`config.mk`:
```
export PLATFORM = sky130hd
export DESIGN_NAME = oeg_output_gate
export DESIGN_NICKNAME = d
export VERILOG_FILES = /design/src/pkg/oeg_pkg.sv /design/src/rtl/oeg_output_gate.sv /design/src/rtl/oeg_pump_watch.sv /design/src/rtl/oeg_sync.sv
export SDC_FILE = /design/constraint.sdc
export NUM_CORES = 1
export LEC_CHECK = 0
export ABC_AREA = 0
export CAP_MARGIN = 10
export CORE_AREA = 2 2 87 89
export DETAILED_ROUTE_END_ITERATION = 12
export DIE_AREA = 0 0 89 91
export DONT_BUFFER_PORTS = 1
export HOLD_SLACK_MARGIN = 0.03
export PLACE_DENSITY = 0.55
export SLEW_MARGIN = 20
export SYNTH_ARGS = -nofsm -noshare
export SYNTH_HDL_FRONTEND = slang
export SYNTH_SLANG_ARGS = --single-unit
```
`constraint.sdc`:
```
create_clock -name sys_clk_in -period 4.5 [get_ports sys_clk_in]
set_input_delay 0.675 -clock sys_clk_in [delete_from_list [all_inputs] [get_ports sys_clk_in]]
set_output_delay 0.675 -clock sys_clk_in [all_outputs]
set_load 0.01 [all_outputs]
```
`src/pkg/oeg_pkg.sv`:
```
// oeg_pkg: constants, types and helpers of the output enable gate.
// assumes a single 40 MHz system clock and a synchronous active-low reset.
//
// Contract
// - fault input is active low
// - emergency-stop input is active high
// - motor-disable input is active low
// - one enable gates all data and control outputs
// - select first setting: enabled without stop/fault, pump ignored
// - select second setting: also needs healthy pump
// - route normal: host pin 17 to terminal and pump
// - route alternate: host pin 17 feeds pump only
// - alternate terminal high only when everything is healthy
// - motor disable forces minimum current on current-set terminals
// - driver disable pin never driven
// - step/direction buffered straight through, no isolation
// - stop or fault reported on host status pin 10
// - even data bits direction, odd bits step
package oeg_pkg;

    localparam int unsigned SYS_CLK_HZ    = 40_000_000;
    localparam int unsigned SYS_PERIOD_NS = 25;

    // slowest legal pump square wave and its longest half period
    localparam int unsigned PUMP_MIN_HZ   = 100;
    localparam int unsigned PUMP_HALF_NS  = 1_000_000_000 / (2 * PUMP_MIN_HZ);
    localparam int unsigned PUMP_TIMEOUT_CYC = PUMP_HALF_NS / SYS_PERIOD_NS;

    localparam int unsigned AXES      = 4;
    localparam int unsigned DATA_W    = 2 * AXES;
    localparam int unsigned SYNC_W    = DATA_W + 4 + 3 + AXES + 2;

    // values after reset
    localparam logic OUT_IDLE      = 1'b0;
    localparam logic SYNC_RST      = 1'b0;
    localparam logic PUMP_RST      = 1'b0;
    localparam logic DISABLE_OE    = 1'b0;

    typedef enum logic [1:0] {
        GATE_HOLD = 2'b01,
        GATE_RUN  = 2'b10
    } oeg_gate_t;

    // direction bits sit on the even data lines
    function automatic logic [AXES-1:0] dir_of(input logic [DATA_W-1:0] d);
        logic [AXES-1:0] r;
        r = '0;
        for (int i = 0; i < AXES; i++) begin
            r[i] = d[2*i];
        end
        return r;
    endfunction

    // step bits sit on the odd data lines
    function automatic logic [AXES-1:0] step_of(input logic [DATA_W-1:0] d);
        logic [AXES-1:0] r;
        r = '0;
        for (int i = 0; i < AXES; i++) begin
            r[i] = d[2*i+1];
        end
        return r;
    endfunction

endpackage

```
`src/rtl/oeg_output_gate.sv`:
```
// oeg_output_gate: safety gate between host port and motor drivers.
// assumes all inputs are asynchronous pins; every output is registered.
`timescale 1ns/1ps
module oeg_output_gate
    import oeg_pkg::*;
#(
    parameter int unsigned PUMP_TIMEOUT = PUMP_TIMEOUT_CYC
) (
    input  wire logic              sys_clk_in,          // 40 MHz clock
    input  wire logic              rstn_in,             // sync reset
    input  wire logic [DATA_W-1:0] host_data_in,        // host data bus
    input  wire logic              host_strobe_in,      // host pin 1
    input  wire logic              host_autofeed_in,    // host pin 14
    input  wire logic              host_init_in,        // host pin 16
    input  wire logic              host_pin17_in,       // host pin 17
    input  wire logic              fault_in_n,          // fault, low
    input  wire logic              estop_in,            // e-stop, high
    input  wire logic              motor_off_in_n,      // motor off, low
    input  wire logic [AXES-1:0]   drv_error_in,        // driver errors
    input  wire logic              enable_select_jumper_in, // 1: pump
    input  wire logic              pin17_route_jumper_in,   // 1: alt
    output logic [AXES-1:0]        drv_dir_out,         // direction
    output logic [AXES-1:0]        drv_step_out,        // step
    output logic                   ctl_strobe_out,      // terminal 1
    output logic                   ctl_autofeed_out,    // terminal 14
    output logic                   ctl_init_out,        // terminal 16
    output logic                   ctl_pin17_out,       // terminal 17
    output logic                   outputs_enabled_out, // gate open
    output logic                   host_stop_out,       // status pin 10
    output logic                   pump_healthy_out,    // pump ok
    output logic [AXES-1:0]        rset_min_out,        // min current
    output logic [AXES-1:0]        drv_disable_oe_out   // disable pin oe
);

    // synchronised pin levels
    logic [SYNC_W-1:0] raw_s;
    logic [SYNC_W-1:0] syn_s;
    logic [DATA_W-1:0] s_data;
    logic              s_strobe;
    logic              s_autofeed;
    logic              s_init;
    logic              s_pin17;
    logic              s_fault_n;
    logic              s_estop;
    logic              s_motor_off_n;
    logic [AXES-1:0]   s_err;
    logic              s_sel;
    logic              s_route;
    logic              pump_ok;

    assign raw_s = {host_data_in, host_strobe_in, host_autofeed_in,
                    host_init_in, host_pin17_in, fault_in_n, estop_in,
                    motor_off_in_n, drv_error_in,
                    enable_select_jumper_in, pin17_route_jumper_in};

    assign {s_data, s_strobe, s_autofeed, s_init, s_pin17, s_fault_n,
            s_estop, s_motor_off_n, s_err, s_sel, s_route} = syn_s;

    // one wide synchroniser; bits are independent levels,
    // so skew between them lasts at most one cycle
    oeg_sync #(
        .W (SYNC_W)
    ) u_sync (
        .sys_clk_in (sys_clk_in),
        .rstn_in    (rstn_in),
        .async_in   (raw_s),
        .sync_out   (syn_s)
    );

    // pump always sees host pin 17, whatever the route jumper says
    oeg_pump_watch #(
        .TIMEOUT_CYC (PUMP_TIMEOUT)
    ) u_pump (
        .sys_clk_in  (sys_clk_in),
        .rstn_in     (rstn_in),
        .pin_in      (s_pin17),
        .healthy_out (pump_ok)
    );

    // enable state
    oeg_gate_t gate_q, gate_d;
    logic      stop_s;
    logic      en_s;
    logic      alt_ok_s;

    always_comb begin
        stop_s   = s_estop | ~s_fault_n;
        en_s     = ~stop_s & (~s_sel | pump_ok);
        alt_ok_s = en_s & s_motor_off_n & ~|s_err;
        // motor off and driver errors leave the gate open;
        // they only steer current limit and alternate pin 17
        gate_d   = gate_q;
        unique case (gate_q)
            GATE_HOLD: begin
                if (en_s) begin
                    gate_d = GATE_RUN;
                end
            end
            GATE_RUN: begin
                if (!en_s) begin
                    gate_d = GATE_HOLD;
                end
            end
            default: begin
                gate_d = GATE_HOLD;
            end
        endcase
    end

    always_ff @(posedge sys_clk_in) begin
        if (!rstn_in) begin
            gate_q <= GATE_HOLD;
        end else begin
            gate_q <= gate_d;
        end
    end

    // output state: all registered so the enable edge cannot glitch
    logic [AXES-1:0] dir_q, dir_d;
    logic [AXES-1:0] step_q, step_d;
    logic            strobe_q, strobe_d;
    logic            autofeed_q, autofeed_d;
    logic            init_q, init_d;
    logic            pin17_q, pin17_d;
    logic            en_q, en_d;
    logic            stop_q, stop_d;
    logic            pump_q, pump_d;
    logic [AXES-1:0] rset_q, rset_d;
    logic [AXES-1:0] dis_oe_q, dis_oe_d;

    always_comb begin
        en_d       = en_s;
        dir_d      = {AXES{OUT_IDLE}};
        step_d     = {AXES{OUT_IDLE}};
        strobe_d   = OUT_IDLE;
        autofeed_d = OUT_IDLE;
        init_d     = OUT_IDLE;
        pin17_d    = OUT_IDLE;
        if (en_s) begin
            dir_d      = dir_of(s_data);
            step_d     = step_of(s_data);
            strobe_d   = s_strobe;
            autofeed_d = s_autofeed;
            init_d     = s_init;
            pin17_d    = s_route ? alt_ok_s : s_pin17;
        end
        stop_d   = stop_s;
        pump_d   = pump_ok;
        // current limiting instead of the driver's own disable pin
        rset_d   = {AXES{~s_motor_off_n}};
        dis_oe_d = {AXES{DISABLE_OE}};
    end

    always_ff @(posedge sys_clk_in) begin
        if (!rstn_in) begin
            dir_q      <= {AXES{OUT_IDLE}};
            step_q     <= {AXES{OUT_IDLE}};
            strobe_q   <= OUT_IDLE;
            autofeed_q <= OUT_IDLE;
            init_q     <= OUT_IDLE;
            pin17_q    <= OUT_IDLE;
            en_q       <= OUT_IDLE;
            stop_q     <= OUT_IDLE;
            pump_q     <= OUT_IDLE;
            rset_q     <= {AXES{OUT_IDLE}};
            dis_oe_q   <= {AXES{DISABLE_OE}};
        end else begin
            dir_q      <= dir_d;
            step_q     <= step_d;
            strobe_q   <= strobe_d;
            autofeed_q <= autofeed_d;
            init_q     <= init_d;
            pin17_q    <= pin17_d;
            en_q       <= en_d;
            stop_q     <= stop_d;
            pump_q     <= pump_d;
            rset_q     <= rset_d;
            dis_oe_q   <= dis_oe_d;
        end
    end

    // ports come straight from the flops above
    assign drv_dir_out         = dir_q;
    assign drv_step_out        = step_q;
    assign ctl_strobe_out      = strobe_q;
    assign ctl_autofeed_out    = autofeed_q;
    assign ctl_init_out        = init_q;
    assign ctl_pin17_out       = pin17_q;
    assign outputs_enabled_out = en_q;
    assign host_stop_out       = stop_q;
    assign pump_healthy_out    = pump_q;
    assign rset_min_out        = rset_q;
    assign drv_disable_oe_out  = dis_oe_q;
endmodule // oeg_output_gate

```
`src/rtl/oeg_pump_watch.sv`:
```
// oeg_pump_watch: charge-pump health from edges of host pin 17.
// assumes pin_in is already synchronised to sys_clk_in.
`timescale 1ns/1ps
module oeg_pump_watch
    import oeg_pkg::*;
#(
    parameter int unsigned TIMEOUT_CYC = PUMP_TIMEOUT_CYC
) (
    input  wire logic sys_clk_in,   // system clock
    input  wire logic rstn_in,      // sync reset, active low
    input  wire logic pin_in,       // synced host pin 17
    output logic      healthy_out   // pump reported healthy
);

    localparam int unsigned CW = $clog2(TIMEOUT_CYC + 1);
    localparam logic [CW-1:0] LIM = CW'(TIMEOUT_CYC);

    logic          prev_q, prev_d;
    logic          seen_q, seen_d;
    logic          ok_q, ok_d;
    logic [CW-1:0] cnt_q, cnt_d;
    logic          edge_s;

    // two edges inside the window are needed; a stuck pin never counts
    always_comb begin
        edge_s = pin_in ^ prev_q;
        prev_d = pin_in;
        seen_d = seen_q;
        ok_d   = ok_q;
        cnt_d  = cnt_q;
        if (edge_s) begin
            cnt_d  = '0;
            seen_d = 1'b1;
            if (seen_q && cnt_q < LIM) begin
                ok_d = 1'b1;
            end
        end else if (cnt_q == LIM) begin
            ok_d   = 1'b0;
            seen_d = 1'b0;
        end else begin
            cnt_d = cnt_q + CW'(1);
        end
    end

    always_ff @(posedge sys_clk_in) begin
        if (!rstn_in) begin
            prev_q <= PUMP_RST;
            seen_q <= PUMP_RST;
            ok_q   <= PUMP_RST;
            cnt_q  <= '0;
        end else begin
            prev_q <= prev_d;
            seen_q <= seen_d;
            ok_q   <= ok_d;
            cnt_q  <= cnt_d;
        end
    end

    assign healthy_out = ok_q;

endmodule // oeg_pump_watch

```
`src/rtl/oeg_sync.sv`:
```
// oeg_sync: two-flop synchroniser for a vector of independent levels.
// assumes each bit is a slow level; no word coherence is promised.
`timescale 1ns/1ps
module oeg_sync
    import oeg_pkg::*;
#(
    parameter int unsigned W = 1
) (
    input  wire logic         sys_clk_in,   // system clock
    input  wire logic         rstn_in,      // sync reset, active low
    input  wire logic [W-1:0] async_in,     // pin levels
    output logic      [W-1:0] sync_out      // synchronised levels
);

    logic [W-1:0] meta_q;
    logic [W-1:0] meta_d;
    logic [W-1:0] sync_q;
    logic [W-1:0] sync_d;

    always_comb begin
        meta_d = async_in;
        sync_d = meta_q;
    end

    always_ff @(posedge sys_clk_in) begin
        if (!rstn_in) begin
            meta_q <= {W{SYNC_RST}};
            sync_q <= {W{SYNC_RST}};
        end else begin
            meta_q <= meta_d;
            sync_q <= sync_d;
        end
    end

    assign sync_out = sync_q;

endmodule // oeg_sync

```
==> flow_summary.yaml, run 1 <==
run_status:
  outcome: "complete, no violations"
sta:
  final_min_period_over_clock_period_pct: 38.5
  grt_setup_unrepaired: "no"
  fin_skew_ns: 0.00585
  layout_setup_ws_ns: 2.77
  tightest_slew_ns: 0.628
  layout_min_cycle_time_ns: 1.73
  setup_viol: 0
  finalMaxSlewViolations: 0
  number_of_endpoints_with_negative_hold_slack_in_the_final_report: 0
  worst_hold_slack_ns: 0.429
  timing.fmax_mhz: 577
  finalSetupTns_ns: 0
  maxSlewHeadroom_pct: 58.0
layout:
  final_layout_size_suffix_gt1_share_pct: 7.00
  finalNetCount: 277
  final_common_cell: "sky130_fd_sc_hd__dfxtp_1"
  finish.cell_count_without_fillers: 356
  multi_input_comb_area_um2: 957
  final_core_util_pct: 40.6
  flow.area_growth_from_synthesis_pct: 10.1
  final_cell_mix: "sky130_fd_sc_hd__dfxtp_1 (79), sky130_fd_sc_hd__and2_1 (55), sky130_fd_sc_hd__nor2_1 (15)"
  antennaDiodeCount: 0
  finished_cell_area_um2: 2900
  filler_cell_count: 742
  sequential_cell_area_um2: 1580
route:
  num_vias: 1549
  wire_per_inst_um: 10.9
  first_pass_iters: 4
  postRouteAntennaNets: 0
  detailed_route_iter0_violations: 48
  drc: 0
  vias_per_cell: 4.35
  total_wirelength_um: 3880
pwr:
  p_int_mw: 1.01
  power.leakage_nw: 1.08
  cell_area_power_density_nw_per_um2: 450
  pwr-share-clk_pct: 41.6
  sw_frac_of_total_pct: 22.9
  p_switching_mw: 0.298
  comb_power_share_pct: 2.3
  seqPwrFrac_pct: 56.2
  ir_worst_vdd_v: 0.000176
  power.total_mw: 1.30
yosys:
  synth_seq_cells: 79
  post_synth_instance_area_um2: 2630
  yosysSeqAreaShare_pct: 60.2
  synth_ff_type: "sky130_fd_sc_hd__dfxtp_1"
  post_synth_inst_count: 252
  synthesis.yosys.warnings: 0
  synth.avg_cell_area_um2: 10.4
  post_synth_num_cell_types: 30
  asyncSetResetFlopFracSynth_pct: 0
  synth_edf_count: 0
global_routing:
  maximum_number_of_pins_on_one_net_before_global_route_repair: 47
  via_count_of_the_first_global_routing_pass: 1472
  grtUsageTotal_pct: 11.2
  grt_first_pass_wirelength_um: 6850
  globalRouteOverflowTotal: 0
  antenna_found_initial: 0
clock_tree:
  path_clk_slew_ns: 0.08
  cts-root-buf: "sky130_fd_sc_hd__clkbuf_8"
  tritoncts: "yes"
  cts.sinks: 79
  cts_max_path_buffers: 2
  insertion_delay_ns: 0.35
  htree_num_levels: 3
  cts_repair_resize_count: 0
  post-cts-setup-buffer-count: 0
  cts_hold_buf: 0
  cts_bufs_inserted: 9
worst_setup_path:
  critical_path_arrival_ns: 2.01
  criticalPathCategory: "flop to flop"
  crit_path_cell_trace: "ha_1 -> nand3_1 -> or3_1 -> or3_1 -> a21oi_1"
  setup.worst_path.end: "u_pump.cnt_q[16]"
  worst-endpoint-required_ns: 4.77
  regToRegSetupSlack_ns: 2.77
  critPathLaunchType: "flop"
  worst_path_most_repeated_cell: "sky130_fd_sc_hd__or3_1"
  startpoint: "u_pump.cnt_q[0]"
  endpoint_kind: "flop"
  worstReg2RegEnd: "u_pump.cnt_q[16]"
  critical-path-top-delay-family: "simple AND/OR/NAND/NOR gates"
  critical_path.slowest_cell: "sky130_fd_sc_hd__dfxtp_1"
  cp.buffers_inverters: 0
  critical_path_depth: 5
  crit_fanout: 6
  r2r_start: "u_pump.cnt_q[0]"
  max_stage_delay_ns: 0.42
  reg2reg_depth: 5
place:
  place_worst_setup_slack_ns: 2.78
  post_place_instance_area_um2: 2690
  numPlacedInstances: 340
  detailed_place_hpwl_um: 2610
  buffer_ports.inserted: 0
  finalWeightedCongestion: 0.761
floorplanning:
  placement_rows: 31
  die_y_um: 91
  die_area_um2: 8100
  effective_utilization_at_floorplan_pct: 36.8
  io-pin-count: 46
  floorplan.die.width_um: 89
  core_outline_area_um2: 7140
job:
  max_capacitance_violation_count: 0
worst_hold_path:
  min_path_type: "flop to flop"
sequential cells by signal, summed over array words and instances, names as in the netlist, 4 cells and up:
register,count
u_sync.sync_out,21
u_pump.cnt_q,18
drv_dir_out,4
drv_step_out,4
u_sync.meta_q,21
power groups by stage:
stage	registers [mW]	logic [mW]	clock network (mW)
2_1_floorplan	0.745	0.0355	0
3_3_place_gp	0.748	0.0305	0
3_5_place_dp	0.749	0.0305	0
4_1_cts	0.733	0.0306	0.564
5_1_grt	0.735	0.0354	0.602
6_report	0.732	0.0296	0.542
worst min path at each step:
| stage | from | end | slack [ns] | cells past startpoint |
|---|---|---|---|---|
| detailed placement | u_sync.sync_out[20] | drv_step_out[3] | 0.41 | 1 |
| global placement | u_sync.sync_out[16] | drv_step_out[1] | 0.41 | 1 |
| floorplan | u_sync.sync_out[6] | rset_min_out[0] | 0.39 | 1 |
| finish | u_sync.sync_out[6] | rset_min_out[0] | 0.43 | 1 |
| CTS | rstn_in | u_sync.meta_q[5] | 0.42 | 1 |
| global route | rstn_in | u_sync.sync_out[13] | 0.41 | 1 |
synth_stat cells (2+ instances only):
master                      n  area share, %
sky130_fd_sc_hd__dfxtp_1   79             60
sky130_fd_sc_hd__and2_1    55             13
sky130_fd_sc_hd__nor2_1    15            2.1
sky130_fd_sc_hd__nand3_1   10            1.9
sky130_fd_sc_hd__a21oi_1    9            1.7
sky130_fd_sc_hd__o21ai_0    8            1.5
sky130_fd_sc_hd__buf_4      7            2.0
sky130_fd_sc_hd__clkbuf_1   7            1.0
sky130_fd_sc_hd__xnor2_1    7            2.3
sky130_fd_sc_hd__inv_1      6           0.86
sky130_fd_sc_hd__nor4_1     6            1.4
sky130_fd_sc_hd__xor2_1     6            2.0
sky130_fd_sc_hd__nand2_1    5           0.71
sky130_fd_sc_hd__or3_1      4           0.95
sky130_fd_sc_hd__and4_1     3            1.0
sky130_fd_sc_hd__nand4_1    3           0.71
sky130_fd_sc_hd__nor2b_1    3           0.71
sky130_fd_sc_hd__and3_1     2           0.48
sky130_fd_sc_hd__ha_1       2           0.95
sky130_fd_sc_hd__nand2b_1   2           0.48
sky130_fd_sc_hd__nor4b_1    2           0.67
sky130_fd_sc_hd__o31ai_1    2           0.57
sky130_fd_sc_hd__or4_1      2           0.57
layer usage:
metal	part of all wire (%)	up-vias	wire, µm	GRT usage (%)
met2	45	34	1750	16.4
met3	5.2	12	201	4.09
met4	2.8	0	107	7.46
met1	47	682	1820	13.7
li1	-	821	-	-
met5	0	-	0	0
cell type report:
class                      instances  share of cell area [%]
inverter                           6                   0.778
clock inverter                     7                    2.98
sequential                        79                    54.6
multi-input combinational        156                    33.1
tap                               99                    4.28
clock buffer                       9                    4.28
cell families (layout without fill, tap and decap cells):
| kind of cell | count (synthesis) | in the layout | synth area share [%] |
|---|---|---|---|
| AND/OR/NAND/NOR | 115 | 115 | 25.8 |
| flip-flops | 79 | 79 | 60.2 |
| AO/OA/AOI/OAI | 22 | 22 | 4.71 |
| buffers and inverters | 20 | 22 | 3.86 |
| XOR/XNOR | 13 | 13 | 4.33 |
| adder cells (fa/ha/maj) | 2 | 2 | 0.952 |
| other | 1 | 4 | 0.143 |
Power figures use the tool's default switching activity.
==> inputs of run 2 (changes only) <==
--- a/config.mk
+++ b/config.mk
@@ -12,7 +12,7 @@
 export DIE_AREA = 0 0 89 91
 export DONT_BUFFER_PORTS = 1
 export HOLD_SLACK_MARGIN = 0.03
-export PLACE_DENSITY = 0.55
+export PLACE_DENSITY = 0.57
 export SLEW_MARGIN = 20
 export SYNTH_ARGS = -nofsm -noshare
 export SYNTH_HDL_FRONTEND = slang
==> constraint.sdc (replaced) <==
create_clock -name sys_clk_in -period 1.5 [get_ports sys_clk_in]
set_input_delay 0.225 -clock sys_clk_in [delete_from_list [all_inputs] [get_ports sys_clk_in]]
set_output_delay 0.225 -clock sys_clk_in [all_outputs]
set_load 0.01 [all_outputs]
==> run 2 against run 1 <==
Against the previous run: the flow now finishes with violations (setup timing); sequential share of layout area is 7.8 points lower; combinational power grew to 5.7 times the previous value; clock power grew to 3.2 times the previous value; count of clock-buffer cells in the layout is 3 higher; clock skew is 0.00063 ns lower; cell count is 13% higher; register-to-register slack worse by 2.8 ns; die area stayed put; non-clock buffer count is 47 higher; critical path type unchanged.
==> flow_summary.yaml, run 2 (synthesis gave the netlist of run 1 again) <==
run_status:
  outcome: "finished with violations"
  failed_checks: "setup timing"
sta:
  finalMaxSlewViolations: 0
  timing.fmax_mhz: 660
  setup_viol: 2
  number_of_endpoints_with_negative_hold_slack_in_the_final_report: 0
  layout_setup_ws_ns: -0.0157
  layout_min_cycle_time_ns: 1.52
  maxSlewHeadroom_pct: 65.4
  grt_setup_unrepaired: "yes"
  tightest_slew_ns: 0.519
  fin_skew_ns: 0.00522
  final_min_period_over_clock_period_pct: 101
floorplanning:
  die_y_um: 91
  placement_rows: 31
  floorplan.die.width_um: 89
  io-pin-count: 46
  effective_utilization_at_floorplan_pct: 36.8
  core_outline_area_um2: 7140
  die_area_um2: 8100
place:
  finalWeightedCongestion: 0.808
  detailed_place_hpwl_um: 2790
  place_worst_setup_slack_ns: -0.0494
  post_place_instance_area_um2: 2880
  buffer_ports.inserted: 0
clock_tree:
  cts_bufs_inserted: 9
  cts.sinks: 79
  tritoncts: "yes"
  insertion_delay_ns: 0.34
  cts_max_path_buffers: 2
  htree_num_levels: 3
  cts-root-buf: "sky130_fd_sc_hd__clkbuf_8"
  path_clk_slew_ns: 0.08
global_routing:
  grt_first_pass_wirelength_um: 7740
  globalRouteOverflowTotal: 0
  antenna_found_initial: 0
  via_count_of_the_first_global_routing_pass: 1688
  maximum_number_of_pins_on_one_net_before_global_route_repair: 45
  grtUsageTotal_pct: 12.5
worst_setup_path:
  crit_fanout: 6
  endpoint_kind: "flop"
  critPathLaunchType: "flop"
  critical_path_arrival_ns: 1.79
  criticalPathCategory: "flop to flop"
  worst-endpoint-required_ns: 1.78
pwr:
  cell_area_power_density_nw_per_um2: 1200
  power.total_mw: 4.11
  power.leakage_nw: 1.33
  ir_worst_vdd_v: 0.000736
layout:
  final_cell_mix: "sky130_fd_sc_hd__dfxtp_1 (69), sky130_fd_sc_hd__and2_1 (55), sky130_fd_sc_hd__buf_4 (25)"
  finished_cell_area_um2: 3430
  flow.area_growth_from_synthesis_pct: 30.3
  final_common_cell: "sky130_fd_sc_hd__dfxtp_1"
  final_core_util_pct: 48.0
  finalNetCount: 324
  antennaDiodeCount: 0
  final_layout_size_suffix_gt1_share_pct: 22.4
  filler_cell_count: 671
route:
  num_vias: 1716
  drc: 0
  postRouteAntennaNets: 0
  wire_per_inst_um: 11.1
  first_pass_iters: 4
  total_wirelength_um: 4490
  vias_per_cell: 4.26
  detailed_route_iter0_violations: 71
worst_hold_path:
  min_path_type: "primary input to flop"
job:
  max_capacitance_violation_count: 0
-- run 2: cell types whose count changed in the layout (fill, tap and decap cells not counted), sizes merged --
| cell | previous run | this run |
|---|---|---|
| buf | 0 | 26 |
| dlygate4sd3 | 0 | 21 |
| inv | 11 | 7 |
| clkbuf | 9 | 12 |
| clkinv | 0 | 2 |
| clkinvlp | 1 | 0 |
-- run 2: area by class of cell --
| cell class | count | area (µm²) | area share, % |
|---|---|---|---|
| multi-input combinational | 156 | 1040 | 30.3 |
| inverter | 6 | 22.5 | 0.657 |
| tap | 99 | 124 | 3.62 |
| clock inverter | 4 | 58.8 | 1.72 |
| timing repair buffer | 47 | 403 | 11.8 |
| clock buffer | 12 | 176 | 5.15 |
| sequential | 79 | 1600 | 46.8 |
-- run 2: critical path, stage by stage (launching register included) --
cell and delay [ns]:
sky130_fd_sc_hd__dfxtp_4 0.39, sky130_fd_sc_hd__ha_4 0.16, sky130_fd_sc_hd__nand3_2 0.08, sky130_fd_sc_hd__or3_4 0.33
sky130_fd_sc_hd__or3_4 0.37, sky130_fd_sc_hd__a21oi_2 0.12
-- run 2: through the flow --
stage	hold slack (ns)	std cells	TNS (ns)
floorplan	0.352	255	0
global placement	0.350	361	-0.0293
detailed placement	0.351	361	-0.130
CTS	0.0709	400	0
global route	0.0782	403	-0.415
finish	0.0788	403	-0.0214
-- run 2: repair_timing --
| action | in CTS | in global routing |
|---|---|---|
| hold endpoints to repair | 44 | 0 |
| setup buffers | 1 | 3 |
| pin swaps | 3 | 7 |
| resized for setup | 7 | 14 |
| hold buffers | 22 | 0 |
| setup endpoints to repair | 7 | 9 |
-- run 2: path summary, 6_finish.rpt --
path / slack [ns] / cells past startpoint / endpoint / startpoint
hold reg to reg: 0.43 / 1 / rset_min_out[0] / u_sync.sync_out[6]
setup / recovery: -0.02 / 5 / u_pump.cnt_q[16] / u_pump.cnt_q[0]
hold / removal: 0.08 / 2 / rset_min_out[0] / rstn_in
setup reg to reg: -0.02 / 5 / u_pump.cnt_q[16] / u_pump.cnt_q[0]
-- run 2: power by group --
group	leakage [nW]	switching (mW)	total [mW]	internal, mW
Clock	0.120	0.762	1.74	0.978
Sequential	0.653	0.0347	2.20	2.16
Combinational	0.554	0.0718	0.169	0.0975
Total	1.33	0.868	4.11	3.24
-- run 2: metal layers --
layer  part of all wire (%)  global-route usage (%)  routed length, µm
met1                     47                    16.0               2120
met2                     48                    18.7               2170
met3                    3.3                    4.09                146
met4                    1.2                    5.97                 56
met5                      0                       0                  0
==> inputs of run 3 (changes only) <==
--- a/config.mk
+++ b/config.mk
@@ -11,6 +11,7 @@
 export DETAILED_ROUTE_END_ITERATION = 12
 export DIE_AREA = 0 0 89 91
 export DONT_BUFFER_PORTS = 1
+export GPL_TIMING_DRIVEN = 0
 export HOLD_SLACK_MARGIN = 0.03
 export PLACE_DENSITY = 0.57
 export SLEW_MARGIN = 20
==> run 3 against run 2 <==
Against the previous run: the run still ends with setup timing left; worst hold slack improved by 0.25 ns; sequential share of layout area increased by 1.5 points; register-to-register slack lost 0.02 ns; sequential power about the same; cell count is 0.50% lower; non-clock buffer count is 2 lower; combinational power up 10%; cell area down 2.1%; critical endpoint unchanged; largest cell class unchanged.
==> flow_summary.yaml, run 3 (synthesis gave the netlist of run 1 again) <==
run_status:
  outcome: "finished with violations"
  failed_checks: "setup timing"
sta:
  number_of_endpoints_with_negative_hold_slack_in_the_final_report: 0
  grt_setup_unrepaired: "yes"
  setup_viol: 3
  finalMaxSlewViolations: 0
  layout_min_cycle_time_ns: 1.53
  fin_skew_ns: 0.00744
  layout_setup_ws_ns: -0.0314
  final_min_period_over_clock_period_pct: 102
  finalSetupTns_ns: -0.0634
  timing.fmax_mhz: 653
  worst_hold_slack_ns: 0.332
pwr:
  p_switching_mw: 0.893
  power.leakage_nw: 1.27
  seqPwrFrac_pct: 57.1
  comb_power_share_pct: 4.9
  pwr-share-clk_pct: 38.0
  p_int_mw: 2.93
  ir_worst_vdd_v: 0.000752
  power.total_mw: 3.82
  cell_area_power_density_nw_per_um2: 1140
  sw_frac_of_total_pct: 23.4
layout:
  finalNetCount: 322
  finish.cell_count_without_fillers: 401
  antennaDiodeCount: 0
  finished_cell_area_um2: 3350
  final_core_util_pct: 47.0
  final_layout_size_suffix_gt1_share_pct: 17.9
  final_cell_mix: "sky130_fd_sc_hd__dfxtp_1 (68), sky130_fd_sc_hd__and2_1 (55), sky130_fd_sc_hd__dlygate4sd3_1 (21)"
  flow.area_growth_from_synthesis_pct: 27.6
  final_common_cell: "sky130_fd_sc_hd__dfxtp_1"
place:
  post_place_instance_area_um2: 2800
  finalWeightedCongestion: 0.722
  buffer_ports.inserted: 0
  numPlacedInstances: 354
  place_worst_setup_slack_ns: -0.172
  detailed_place_hpwl_um: 2710
route:
  postRouteAntennaNets: 0
  num_vias: 1732
  first_pass_iters: 4
  vias_per_cell: 4.32
  drc: 0
  detailed_route_iter0_violations: 60
  wire_per_inst_um: 10.7
  total_wirelength_um: 4290
clock_tree:
  htree_num_levels: 3
  cts_max_path_buffers: 2
  cts.sinks: 79
  cts_bufs_inserted: 9
  insertion_delay_ns: 0.34
  cts-root-buf: "sky130_fd_sc_hd__clkbuf_8"
  path_clk_slew_ns: 0.08
  tritoncts: "yes"
worst_setup_path:
  reg2reg_depth: 5
  worst-endpoint-required_ns: 1.77
  regToRegSetupSlack_ns: -0.03
  crit_fanout: 6
  criticalPathCategory: "flop to flop"
  critPathLaunchType: "flop"
  r2r_start: "u_pump.cnt_q[0]"
  critical_path_arrival_ns: 1.81
  endpoint_kind: "flop"
  worstReg2RegEnd: "u_pump.cnt_q[16]"
floorplanning:
  die_area_um2: 8100
  floorplan.die.width_um: 89
  effective_utilization_at_floorplan_pct: 36.8
  die_y_um: 91
  placement_rows: 31
  core_outline_area_um2: 7140
  io-pin-count: 46
worst_hold_path:
  whs_endpoint: "u_sync.sync_out[20]"
  min_delay_path_depth: 2
  holdCritStartpoint: "rstn_in"
  min_path_type: "primary input to flop"
job:
  max_capacitance_violation_count: 0
global_routing:
  globalRouteOverflowTotal: 0
  grt_first_pass_wirelength_um: 7430
  via_count_of_the_first_global_routing_pass: 1689
  antenna_found_initial: 0
  maximum_number_of_pins_on_one_net_before_global_route_repair: 16
  grtUsageTotal_pct: 11.8
run 3: cell types whose count changed in the layout (fill, tap and decap cells not counted), moves of 3 or more:
cell and delta:
sky130_fd_sc_hd__dfxtp_2 -5, sky130_fd_sc_hd__clkinvlp_4 +3, sky130_fd_sc_hd__clkbuf_1 +5, sky130_fd_sc_hd__dfxtp_4 +6, sky130_fd_sc_hd__buf_4 -8, sky130_fd_sc_hd__nand3_4 +3, sky130_fd_sc_hd__nand3_2 -3
run 3: worst max path at each step:
stage	startpoint	end	slack [ns]
global placement	u_pump.cnt_q[3]	u_pump.cnt_q[17]	-0.15
CTS	u_pump.cnt_q[1]	u_pump.cnt_q[16]	-0.05
floorplan	u_pump.cnt_q[7]	u_pump.cnt_q[17]	0.008
detailed placement	u_pump.cnt_q[3]	u_pump.cnt_q[17]	-0.17
global route	u_pump.cnt_q[0]	u_pump.cnt_q[16]	-0.11
finish	u_pump.cnt_q[0]	u_pump.cnt_q[16]	-0.03
run 3: what timing repair did:
| item | CTS | global route |
|---|---|---|
| hold buffers | 21 | 0 |
| buffers inserted | 5 | 5 |
| endpoints found under the hold margin | 21 | 0 |
| setup endpoints to repair | 8 | 19 |
| pin swaps | 8 | 7 |
| gates resized for setup | 15 | 11 |
run 3: worst max-delay path, cell delays in order (launching register included):
cell	delay, ns
sky130_fd_sc_hd__dfxtp_4	0.39
sky130_fd_sc_hd__ha_4	0.16
sky130_fd_sc_hd__nand3_4	0.06
sky130_fd_sc_hd__or3_4	0.34
sky130_fd_sc_hd__or3_1	0.38
sky130_fd_sc_hd__a21oi_1	0.13
run 3: per-layer routing:
| metal | GRT usage [%] | vias to the layer above | wire length (µm) |
|---|---|---|---|
| li1 | - | 911 | - |
| met1 | 14.0 | 781 | 1860 |
| met2 | 18.6 | 33 | 2140 |
| met3 | 4.36 | 7 | 205 |
| met4 | 5.72 | 0 | 80 |
| met5 | 0 | - | 0 |
run 3: power groups by stage:
stage,Sequential (mW),Clock [mW],Combinational [mW]
floorplan,2.24,0,0.107
CTS,2.19,1.51,0.178
global route,2.19,1.62,0.213
global placement,2.25,0,0.127
detailed placement,2.25,0,0.128
finish,2.18,1.45,0.186
run 3: cell type report:
cell class / instances / area [µm²]
fill: 692 / 3780
multi-input combinational: 156 / 1030
tap: 99 / 124
sequential: 79 / 1620
timing repair buffer: 31 / 285
clock inverter: 6 / 51.3
buffer: 14 / 80.1
inverter: 6 / 22.5
clock buffer: 10 / 138
